==> config.mk <==
export PLATFORM = sky130hd
export DESIGN_NAME = cdc_cable_diag
export DESIGN_NICKNAME = d
export VERILOG_FILES = /design/src/logic/cdc_pkg.sv /design/src/logic/cdc_cable_diag.sv
export SDC_FILE = /design/constraint.sdc
export NUM_CORES = 1
export LEC_CHECK = 0
export ABC_AREA = 1
export BUFFER_PORTS_ARGS = -buffer_cell sky130_fd_sc_hd__buf_4
export CORE_MARGIN = 4
export CORE_UTILIZATION = 41
export DETAILED_ROUTE_END_ITERATION = 8
export GPL_TIMING_DRIVEN = 0
export HOLD_SLACK_MARGIN = 0.1
export PLACE_DENSITY = 0.73
export REMOVE_ABC_BUFFERS = 1
export SLEW_MARGIN = 20
export SYNTH_ARGS = -nofsm -noshare
export SYNTH_HDL_FRONTEND = slang
export SYNTH_SLANG_ARGS = --single-unit
==> constraint.sdc <==
create_clock -name i_clk -period 3.3 [get_ports i_clk]
set_input_delay 0.495 -clock i_clk [delete_from_list [all_inputs] [get_ports i_clk]]
set_output_delay 0.495 -clock i_clk [all_outputs]
set_load 0.02 [all_outputs]
==> src/logic/cdc_pkg.sv <==
// cable diagnostics control package: field widths, timing counts, state codes
// assumes nothing beyond a systemverilog-2012 compiler
`default_nettype none
package cdc_pkg;
	localparam int LEN_W = 8;
	localparam int CODE_W = 4;
	// pulse width and reflection listening window, in ns
	localparam int PULSE_NS = 8;
	localparam int CLK_NS = 4;
	localparam int PULSE_CYC = (PULSE_NS + CLK_NS - 1) / CLK_NS;
	localparam int WINDOW_NS = 4000;
	localparam int WINDOW_CYC = WINDOW_NS / CLK_NS;
	localparam logic [LEN_W-1:0] LEN_RST = 8'h00;
	localparam logic [CODE_W-1:0] CODE_RST = 4'h0;
	localparam logic [CODE_W-1:0] CODE_MIN_VALID = 4'h4;

	typedef enum logic [1:0] {
		CDC_IDLE = 2'b00,
		CDC_PULSE = 2'b01,
		CDC_LISTEN = 2'b10,
		CDC_DONE = 2'b11
	} cdc_state_e;

	// line-side drive request toward the analog front end
	typedef struct packed {
		logic drive_tx_pair;
		logic drive_rx_pair;
	} cdc_pulse_s;
endpackage : cdc_pkg
`default_nettype wire

==> src/logic/cdc_cable_diag.sv <==
// cable diagnostics control: reflectometry sequencing and matched-length result
// assumes pins from the analog side are asynchronous and software keeps to its setup
`timescale 1ns/1ns
`default_nettype none
module cdc_cable_diag
	import cdc_pkg::*;
#(
	parameter int WINDOW_CYCLES = WINDOW_CYC
)(
	// clock and reset
	input wire logic i_clk,
	input wire logic i_rst_n,
	// control bits from software
	input wire logic i_tdr_enable,
	input wire logic i_auto_mdix_en,
	input wire logic i_pair_select_override,
	input wire logic i_mdix_state,
	// link status and matched-length estimate
	input wire logic i_link_up,
	input wire logic i_link_100,
	input wire logic [CODE_W-1:0] i_cable_length_code,
	// reflection detector pin
	input wire logic i_reflect_det,
	// line side
	output logic [1:0] o_pulse,
	output logic o_link_drop,
	// status to software
	output logic o_tdr_busy,
	output logic o_tdr_done,
	output logic o_tdr_valid,
	output logic [LEN_W-1:0] o_channel_length,
	output logic o_code_valid,
	output logic [CODE_W-1:0] o_cable_length_code
);
	// ----------------------------------------
	// input synchronisers
	// ----------------------------------------
	logic refl_s1_r;
	logic refl_s2_r;
	always_ff @(posedge i_clk)
	begin
		if (!i_rst_n)
		begin
			refl_s1_r <= 1'b0;
			refl_s2_r <= 1'b0;
		end
		else
		begin
			refl_s1_r <= i_reflect_det;
			refl_s2_r <= refl_s1_r;
		end
	end

	// ----------------------------------------
	// reflectometry sequencer
	// ----------------------------------------
	localparam int CNT_W = $clog2(WINDOW_CYCLES + 1);
	localparam logic [CNT_W-1:0] CNT_WIN = CNT_W'(WINDOW_CYCLES - 1);
	localparam logic [CNT_W-1:0] CNT_PULSE = CNT_W'(PULSE_CYC - 1);
	// coarse length unit: listen count shifted right by CNT_W - LEN_W bits when CNT_W > LEN_W, else one cycle
	localparam int BIN_SH = (CNT_W > LEN_W) ? CNT_W - LEN_W : 0;

	cdc_state_e state_r, state_nxt;
	logic [CNT_W-1:0] cnt_r, cnt_nxt;
	logic [LEN_W-1:0] len_r, len_nxt;
	logic valid_r, valid_nxt;
	logic done_r, done_nxt;
	logic sel_rx_pair;
	cdc_pulse_s pulse_r, pulse_nxt;

	// manual selection only matters with crossover off; else use resolved state
	always_comb
	begin
		if (!i_auto_mdix_en)
			sel_rx_pair = i_pair_select_override;
		else
			sel_rx_pair = i_mdix_state;
	end

	always_comb
	begin
		state_nxt = state_r;
		cnt_nxt = cnt_r;
		len_nxt = len_r;
		valid_nxt = valid_r;
		done_nxt = done_r;
		pulse_nxt = '0;
		unique case (state_r)
			CDC_IDLE:
			begin
				if (i_tdr_enable)
				begin
					state_nxt = CDC_PULSE;
					cnt_nxt = '0;
					done_nxt = 1'b0;
					valid_nxt = 1'b0;
					len_nxt = LEN_RST;
				end
			end
			CDC_PULSE:
			begin
				pulse_nxt.drive_tx_pair = ~sel_rx_pair;
				pulse_nxt.drive_rx_pair = sel_rx_pair;
				if (cnt_r == CNT_PULSE)
				begin
					state_nxt = CDC_LISTEN;
					cnt_nxt = '0;
					// pulse stays up through this last count, so it lasts PULSE_CYC cycles
				end
				else
					cnt_nxt = cnt_r + 1'b1;
			end
			CDC_LISTEN:
			begin
				// delay counted from end of pulse to first reflection
				if (refl_s2_r)
				begin
					len_nxt = LEN_W'(cnt_r >> BIN_SH);
					valid_nxt = 1'b1;
					state_nxt = CDC_DONE;
				end
				else if (cnt_r == CNT_WIN)
				begin
					// no echo: matched cable, length stays flagged invalid
					valid_nxt = 1'b0;
					state_nxt = CDC_DONE;
				end
				else
					cnt_nxt = cnt_r + 1'b1;
			end
			CDC_DONE:
			begin
				done_nxt = 1'b1;
				// result holds until software clears the enable and rearms
				if (!i_tdr_enable)
					state_nxt = CDC_IDLE;
			end
		endcase
		if (!i_tdr_enable && state_r != CDC_DONE)
		begin
			state_nxt = CDC_IDLE;
			pulse_nxt = '0;
		end
	end

	always_ff @(posedge i_clk)
	begin
		if (!i_rst_n)
		begin
			state_r <= CDC_IDLE;
			cnt_r <= '0;
			len_r <= LEN_RST;
			valid_r <= 1'b0;
			done_r <= 1'b0;
			pulse_r <= '0;
		end
		else
		begin
			state_r <= state_nxt;
			cnt_r <= cnt_nxt;
			len_r <= len_nxt;
			valid_r <= valid_nxt;
			done_r <= done_nxt;
			pulse_r <= pulse_nxt;
		end
	end

	// ----------------------------------------
	// output registers
	// ----------------------------------------
	logic drop_nxt;
	logic code_valid_nxt;
	logic busy_nxt;
	logic tdr_valid_nxt;
	logic [CODE_W-1:0] code_nxt;

	always_comb
	begin
		// link held down for the whole test, from enable onward
		drop_nxt = i_tdr_enable && (state_nxt != CDC_IDLE || state_r == CDC_IDLE);
		code_valid_nxt = i_link_up && i_link_100;
		code_nxt = code_valid_nxt ? i_cable_length_code : CODE_RST;
		// status is registered so software never sees a decode glitch
		busy_nxt = (state_nxt == CDC_PULSE) || (state_nxt == CDC_LISTEN);
		tdr_valid_nxt = valid_nxt && done_nxt;
	end

	logic drop_r;
	logic cv_r;
	logic busy_r;
	logic tdr_valid_r;
	logic [CODE_W-1:0] code_r;
	always_ff @(posedge i_clk)
	begin
		if (!i_rst_n)
		begin
			drop_r <= 1'b0;
			cv_r <= 1'b0;
			busy_r <= 1'b0;
			tdr_valid_r <= 1'b0;
			code_r <= CODE_RST;
		end
		else
		begin
			drop_r <= drop_nxt;
			cv_r <= code_valid_nxt;
			busy_r <= busy_nxt;
			tdr_valid_r <= tdr_valid_nxt;
			code_r <= code_nxt;
		end
	end

	assign o_pulse = {pulse_r.drive_rx_pair, pulse_r.drive_tx_pair};
	assign o_link_drop = drop_r;
	assign o_tdr_busy = busy_r;
	assign o_tdr_done = done_r;
	assign o_tdr_valid = tdr_valid_r;
	assign o_channel_length = len_r;
	assign o_code_valid = cv_r;
	assign o_cable_length_code = code_r;
endmodule : cdc_cable_diag
`default_nettype wire

[Word-level counts from Yosys, hierarchy flattened]
Cells that the tools add are included.
Storage, ports and cells
  flip-flop bits (word level): 34
  bits in latches: 0
  bits in writable memories: 0
  memory bits (read-only): 0
  output and inout port bits: 19
  word-level logic and storage cells: 67
  memories kept: 0
Cells by class
  $add $sub $neg: 1
  multipliers: 0
  divide/modulo/power cells: 0
  order comparisons: 0
  equal/unequal tests: 12
  shift-type cells: 0
  mux-type cells: 22
  bitwise gates (word level): 3
  reductions and logical operators: 15
Operator list (count)
  $mux 10: 4
  $pmux 10 s3: 1
  $mux 8: 2
  $pmux 8 s2: 1
  $mux 2: 6
  $add 10x1->10 const B: 1
  $eq 10x1->1 const B: 1
  $eq 10x10->1 const B: 1
  $ne 2x2->1 const B: 5
  $pmux 2 s4: 1
  $eq 2x2->1 const B: 3
  $mux 1: 5
  $eq 2x1->1 const B: 2
  $logic_and 1x1->1: 4
  $pmux 1 s2: 2
  $reduce_and 4->1: 1
  $reduce_bool 2->1: 2
  $not 1->1: 3
  $reduce_and 3->1: 1
  $reduce_bool 3->1: 1
  $reduce_or 3->1: 1
  $logic_not 2->1: 1
  $logic_or 1x1->1: 2
  $reduce_and 2->1: 1
  $logic_not 1->1: 1

[Longest topological paths before layout]
Gate-level depths: netlist (run 1).
  depth in word-level cells: 8
  gate-level depth with buffers: 13

[Worst setup path before layout (run 1)]
OpenSTA, ideal clock, no wires.
  path kind: register to register
  from: register state_r[0]
  to: register busy_r, in the netlist o_tdr_busy
  arrival: 1.491 ns
  setup slack: 1.700 ns
  cell stages (with the launch flop): 11
  period minus slack after synthesis: 1.600 ns
  cells stage by stage: dfxtp_1 > inv_1 > ha_1 > nand2_1 > inv_1 > nor3_1 > nand2_1 > nand2_1 > ha_1 > nand2_1 > inv_1
On the way
  longest elaborated chain between the ends: 6
  elaborated cells on any way between the ends: 16
RTL lines
  from (decl): RTL line cdc_cable_diag.sv:63  | cdc_state_e state_r, state_nxt;
  from (signal assigned): RTL line cdc_cable_diag.sv:159  | state_r <= state_nxt;
  $mux 2: RTL line cdc_cable_diag.sv:122  | else if (cnt_r == CNT_WIN)
  $mux 2: RTL line cdc_cable_diag.sv:116  | if (refl_s2_r)
  $pmux 2 s4: RTL line cdc_cable_diag.sv:88  | unique case (state_r)
  $mux 2 *: RTL line cdc_cable_diag.sv:139  | if (!i_tdr_enable && state_r != CDC_DONE)
  $eq 2x1->1 or $eq 2x2->1 (tied branches): RTL line cdc_cable_diag.sv:184  | busy_nxt = (state_nxt == CDC_PULSE) || (state_nxt == CDC_LISTEN);
  $logic_or 1x1->1 *: RTL line cdc_cable_diag.sv:184
  net busy_nxt: RTL line cdc_cable_diag.sv:173  | logic busy_nxt;
  to (signal assigned): RTL line cdc_cable_diag.sv:207  | busy_r <= busy_nxt;
  to (decl): RTL line cdc_cable_diag.sv:190  | logic busy_r;
Mark *: on every way through the listed nets, which the timed path passes. The rest lies on a longest branch.
A chain may end at the register's enable or synchronous reset.

[Worst setup path in the final report (run 1)]
  from: register state_r[1]
  to: register busy_r, in the netlist o_tdr_busy
The elaborated chain is that of the path after synthesis.

==> results of run 1 <==
==> flip-flops by register name, summed over array words and instances, names as in the netlist, 2 cells and up <==
register             cells
cnt_r                   10
o_cable_length_code      4
o_channel_length         8
state_r                  2
o_pulse                  2
==> cell usage in the layout, fill, tap and decap left out, drive strengths merged <==
cell / Yosys / final
or2: 1 / 1
nor3: 2 / 2
nand4: 7 / 7
xor2: 1 / 1
nor2: 29 / 29
buf: 6 / 31
clkbuf: 1 / 6
o21ai: 10 / 10
ha: 8 / 8
inv: 40 / 40
dfxtp: 34 / 34
nand3: 22 / 22
clkinv: 1 / 2
a22oi: 1 / 1
nand2: 61 / 61
a21oi: 19 / 19
clkinvlp: 0 / 1
==> worst min-delay path by stage <==
stage,depth (start not counted),to,start,slack (ps)
2_1_floorplan,2,refl_s2_r,refl_s1_r,390
3_3_place_gp,2,refl_s2_r,refl_s1_r,390
3_5_place_dp,2,refl_s2_r,refl_s1_r,410
4_1_cts,3,refl_s1_r,i_reflect_det,380
5_1_grt,3,refl_s1_r,i_reflect_det,390
6_report,3,refl_s1_r,i_reflect_det,390
==> per-layer routing <==
metal  vias to the layer above  wire (um)  global-route usage
met5                         -          0                   0
met2                        27       1660               0.243
met3                         4        217              0.0369
met4                         0         39              0.0845
li1                        825          -                   -
met1                       707       1670               0.179
==> power by group through the flow <==
stage / Clock (mW) / Sequential (mW) / Combinational (mW)
5_1_grt: 0.342 / 0.420 / 0.0864
2_1_floorplan: 0 / 0.434 / 0.0399
3_5_place_dp: 0 / 0.429 / 0.0769
3_3_place_gp: 0 / 0.429 / 0.0764
4_1_cts: 0.327 / 0.420 / 0.0774
6_report: 0.316 / 0.420 / 0.0770
==> kinds of logic (layout without fill, tap and decap cells) <==
logic type	Yosys count	after routing	share of synthesized area
flip-flops	34	34	0.389
XOR/XNOR	1	1	0.00501
buffers and inverters	48	80	0.119
adder cells (fa/ha/maj)	8	8	0.0572
AO/OA/AOI/OAI	30	30	0.0937
AND/OR/NAND/NOR	122	122	0.336
==> metrics by stage <==
step / power [mW] / hold WS, ps / std cells / setup slack [ps] / utilization
3_3_place_gp: 0.505 / 392 / 317 / 1250 / 0.491
6_report: 0.813 / 386 / 325 / 1230 / 0.514
4_1_cts: 0.824 / 377 / 325 / 1230 / 0.514
3_5_place_dp: 0.506 / 406 / 317 / 1240 / 0.491
5_1_grt: 0.848 / 391 / 325 / 1010 / 0.514
2_1_floorplan: 0.474 / 390 / 236 / 1540 / -
==> critical path: stages, from the launching register on <==
cell     delay, ps
dfxtp_1        430
ha_1           470
nand2_1        170
inv_1          120
nand3_4         80
nor2_4         120
nor3_1          50
nand2_1         60
nand2_1         60
ha_1           290
nand2_1         60
inv_1           30
==> cell type report <==
| type | instances | area, sq um |
|---|---|---|
| multi-input combinational | 161 | 861 |
| sequential | 34 | 681 |
| inverter | 41 | 155 |
| fill | 398 | 1970 |
| timing repair buffer | 31 | 233 |
| tap | 50 | 62.6 |
| clock inverter | 2 | 12.5 |
| clock buffer | 6 | 82.6 |
==> summary.txt, run 1 <==
Status - completed
Num ports - 32
Post-CTS setup buffers - 0
Die Area - 5380 sq um
Vias in the first global route - 1435
GPL Wtd Cong - 0.883
GRT Util Overall - 0.150
Cell Rows - 23
Routed WL per cell - 11.0 um
Most numerous cell in the Yosys netlist - nand2_1
Worst-Skew Late Latency - 290 ps
Slew headroom - 0.680
Chip width - 73.3 um
Reg2reg setup slack - 1230 ps
CP Class - register to register
Main synth FF type - dfxtp_1
Lkg Pwr - 1.00 nW
Critical Path End Type - register
DRT antenna net count - 0
Finish-stage setup viols - 0
Antenna diode count - 0
Internal power - 613 uW
R2r startpoint - state_r[1]
Setup TNS - 0 ps
H-tree depth - 2
Synth top area cells - dfxtp_1, nand2_1, inv_1
Vias - 1563
Max Cap Viol - 0
DR pass1 iterations - 4
Net Sw Frac - 0.245
Yosys top cell area share - 0.389
Core area - 4060 sq um
Post-DP HPWL - 2720 um
Arrival @ worst endpoint - 2260 ps
Fin nets - 295
Switching power - 199 uW
Final Hold Viols - 0
DR DRC count - 0
Sequential element share of the synthesized area - 0.389
Fin. max-slew vios - 0
# port buffers - 31
Share of layout cells above drive strength 1 - 0.215
Area after DPL - 1990 sq um
Area of the mapped netlist - 1750 sq um
Sink Count - 34
Clock share of power - 0.389
Worst Setup SP - state_r[1]
Die height - 73.3 um
Synth cell types - 26
Vias per cell - 4.81
Post-synth top cells - nand2_1, inv_1, dfxtp_1
CP Max Fanout - 12
FF-to-FF End - o_tdr_busy
Share of power burned in combinational logic - 0.095
Yosys reg bits - 34
WP data required - 3490 ps
Worst min path class - input port to register
Clock buffer count from CTS - 5
Root buf cell - clkbuf_8
Total gr overflow - 0
Largest area contributor in the netlist - dfxtp_1
Post-CTS sizing - 0
Worst-path clk slew - 70 ps
Critical Path Sink - o_tdr_busy
Antenna violations before repair - 0
Tcrit/Tclk final - 0.626
Register share of total power - 0.517
Final instance area - 2090 sq um
Final WL - 3590 um
Critical path launch point type - register
Area Growth Syn to Fin - 19.3%
Slew at the pin with the worst max-slew slack - 480 ps
Post-CTS Hold Buffers - 0
EDFF count, synth - 0
DRT iter0 DRCs - 72
Synth Area per Inst - 7.20 sq um
Syn Inst Count - 243
Clock period minus worst slack - 2070 ps
RSZ-0062 raised after global routing - false
Synth warn - 0
VDD IR-drop max - 0.000202 V
R2R cell count - 11
Largest net degree at the start of global routing - 15
CTS tree - done
First-pass GRT wire length - 6110 um
Starting Density - 0.431
Power per Cell Area - 389 nW/um^2
FMAX - 484 MHz
Setup Skew - 5.72 ps
Clock Tree Buf Depth - 2
Ys async rst share - 0
(Power assumes the default switching activity.)
==> inputs of run 2 (changes only) <==
Settings changed: PLACE_DENSITY 0.73 to 0.75.
Clock period 3.3 ns to 1.85 ns, I/O delays scaled along.
==> run 2 against run 1 <==
Compared with the run above: final area grew 3.2%; total power grew 94%; critical path depth is the same; first-iteration DRC count grew 110%; sequential power grew 78%.
==> summary.txt, run 2 (synthesis results as in run 1) <==
Vias per cell - 4.80 (-0.15%)
Post-DP HPWL - 2800 um (+3.0%)
CP Class - register to register
Total gr overflow - 0 (unchanged)
Clock period minus worst slack - 1770 ps (-296 ps)
WP data required - 2040 ps (-1450 ps)
H-tree depth - 2 (unchanged)
Count of buffer and inverter cells on the critical path - 5 (+3)
Root buf cell - clkbuf_8
VDD IR-drop max - 0.000542 V (+170%)
Vias in the first global route - 1405 (-2.1%)
First-pass GRT wire length - 6380 um (+4.5%)
Pre-CTS setup slack - -219 ps (-1460 ps)
Arrival @ worst endpoint - 1960 ps (-300 ps)
Hold Path Depth - 3 (unchanged)
Area after DPL - 1990 sq um (unchanged)
Setup Skew - 5.94 ps (+0.226 ps)
Crit-path most repeated cell - inv_1
Critical path launch point type - register
Routed WL per cell - 11.7 um (+5.9%)
Final WL - 3830 um (+6.9%)
Final core utilization - 0.531 (+0.0167)
Worst path cell trace - inv_1 -> ha_1 -> inv_2 -> nor2_4 -> inv_1 -> o21ai_0 -> inv_1 -> nand2_1 -> ha_1 -> nand2_1 -> inv_1
# port buffers - 31 (unchanged)
Die height - 73.3 um (unchanged)
Core area - 4060 sq um (unchanged)
Die Area - 5380 sq um (unchanged)
Finish-stage setup viols - 0 (unchanged)
Starting Density - 0.431 (unchanged)
Cell Rows - 23 (unchanged)
Slew at the pin with the worst max-slew slack - 445 ps (-35.1 ps)
Final Hold Viols - 0 (unchanged)
Power per Cell Area - 732 nW/um^2 (+88%)
DRT iter0 DRCs - 150 (+110%)
Max Cap Viol - 0 (unchanged)
Slew headroom - 0.703 (+0.0234)
Critical Path End Type - register
Clock Tree Buf Depth - 2 (unchanged)
Num ports - 32 (unchanged)
R2R cell count - 11 (unchanged)
Largest Register - cnt_r
Fin. max-slew vios - 0 (unchanged)
Worst-Skew Late Latency - 290 ps (about the same)
Clock buffer count from CTS - 5 (unchanged)
Share of layout cells above drive strength 1 - 0.237 (+0.0229)
Final instance area - 2150 sq um (+3.2%)
Sink Count - 34 (unchanged)
Final WS setup - 79.6 ps (-1150 ps)
CP Depth - 11 (unchanged)
Fin nets - 299 (+1.4%)
Area Growth Syn to Fin - 23.2%
Commonest non-fill, non-tap cell in the layout - nand2_1
FMAX - 565 MHz (+17%)
CTS tree - done
Status - completed
DR DRC count - 0 (unchanged)
GRT Util Overall - 0.152 (+0.00232)
Antenna diode count - 0 (unchanged)
Antenna violations before repair - 0 (unchanged)
CP peak stage delay - 370 ps (-100 ps)
Vias - 1575 (+0.77%)
GPL Wtd Cong - 0.914 (+3.5%)
Fillers - 387 (-2.8%)
Chip width - 73.3 um (unchanged)
Most frequent cells in the layout - nand2_1, inv_1, buf_4, dfxtp_1, nor2_1
Fin cells - 328 (+0.92%)
DRT antenna net count - 0 (unchanged)
CP top delay family - adder cells
Worst-path clk slew - 70 ps (about the same)
CP Max Fanout - 5 (-7)
Tcrit/Tclk final - 0.957 (+0.331)
Max stage delay cell, worst path - dfxtp_4
DP Cell Count - 317 (unchanged)
Largest net degree at the start of global routing - 15 (unchanged)
Max reg flops - 10 (unchanged)
Worst min path class - input port to register
Lkg Pwr - 1.03 nW (+3.3%)
DR pass1 iterations - 4 (unchanged)
-- run 2: changes by cell type in the layout (fill, tap and decap cells not counted), sizes merged --
| cell | change |
|---|---|
| bufinv | +1 |
| clkinvlp | -1 |
| clkinv | -1 |
| buf | +3 |
| clkbuf | +1 |
-- run 2: layer usage --
layer / wire length (um) / track usage / up-vias
met5: 0 / 0 / -
li1: - / - / 830
met3: 237 / 0.0451 / 7
met1: 1740 / 0.193 / 697
met2: 1820 / 0.242 / 41
met4: 45 / 0.0584 / 0
-- run 2: worst min-delay path: cells and delay by family --
| kind | cells | cell delay [ps] |
|---|---|---|
| buffers and inverters | 2 | 120 |
| and+or+nand+nor | 1 | 40 |
-- run 2: final timing paths --
check / startpoint / end / slack (ps)
max reg2reg: state_r[1] / o_tdr_busy / 80
min: i_reflect_det / refl_s1_r / 180
min reg2reg: refl_s1_r / refl_s2_r / 410
max: state_r[1] / o_tdr_busy / 80
-- run 2: layout make-up --
| type | count | area, sq um | area share |
|---|---|---|---|
| Tap cell | 50 | 62.6 | 0.0290 |
| Clock buffer | 6 | 82.6 | 0.0383 |
| Sequential cell | 34 | 686 | 0.318 |
| Inverter | 41 | 155 | 0.0720 |
| Clock inverter | 1 | 30.0 | 0.0139 |
| Timing Repair Buffer | 35 | 260 | 0.121 |
| Multi-Input combinational cell | 161 | 878 | 0.408 |
-- run 2: repair_timing --
action,4_1_cts,5_1_grt
hold buffers,0,0
buffers inserted,0,4
resized for setup,5,2
pin swaps,0,1
hold endpoints to repair,0,0
endpoints found under the setup margin,21,16
-- run 2: power by group --
group,switching (mW),internal [mW],total [mW]
combinational,0.0907,0.0548,0.146
clock,0.253,0.430,0.684
sequential,0.00563,0.742,0.748
total,0.349,1.23,1.58
-- run 2: through the flow --
step           total power, mW  hold slack (ps)  setup TNS [ps]
5_1_grt                   1.65              190           -34.4
6_report                  1.58              180               0
3_3_place_gp             0.901              393           -1570
4_1_cts                   1.59              173               0
2_1_floorplan            0.846              371               0
3_5_place_dp             0.904              399           -2880
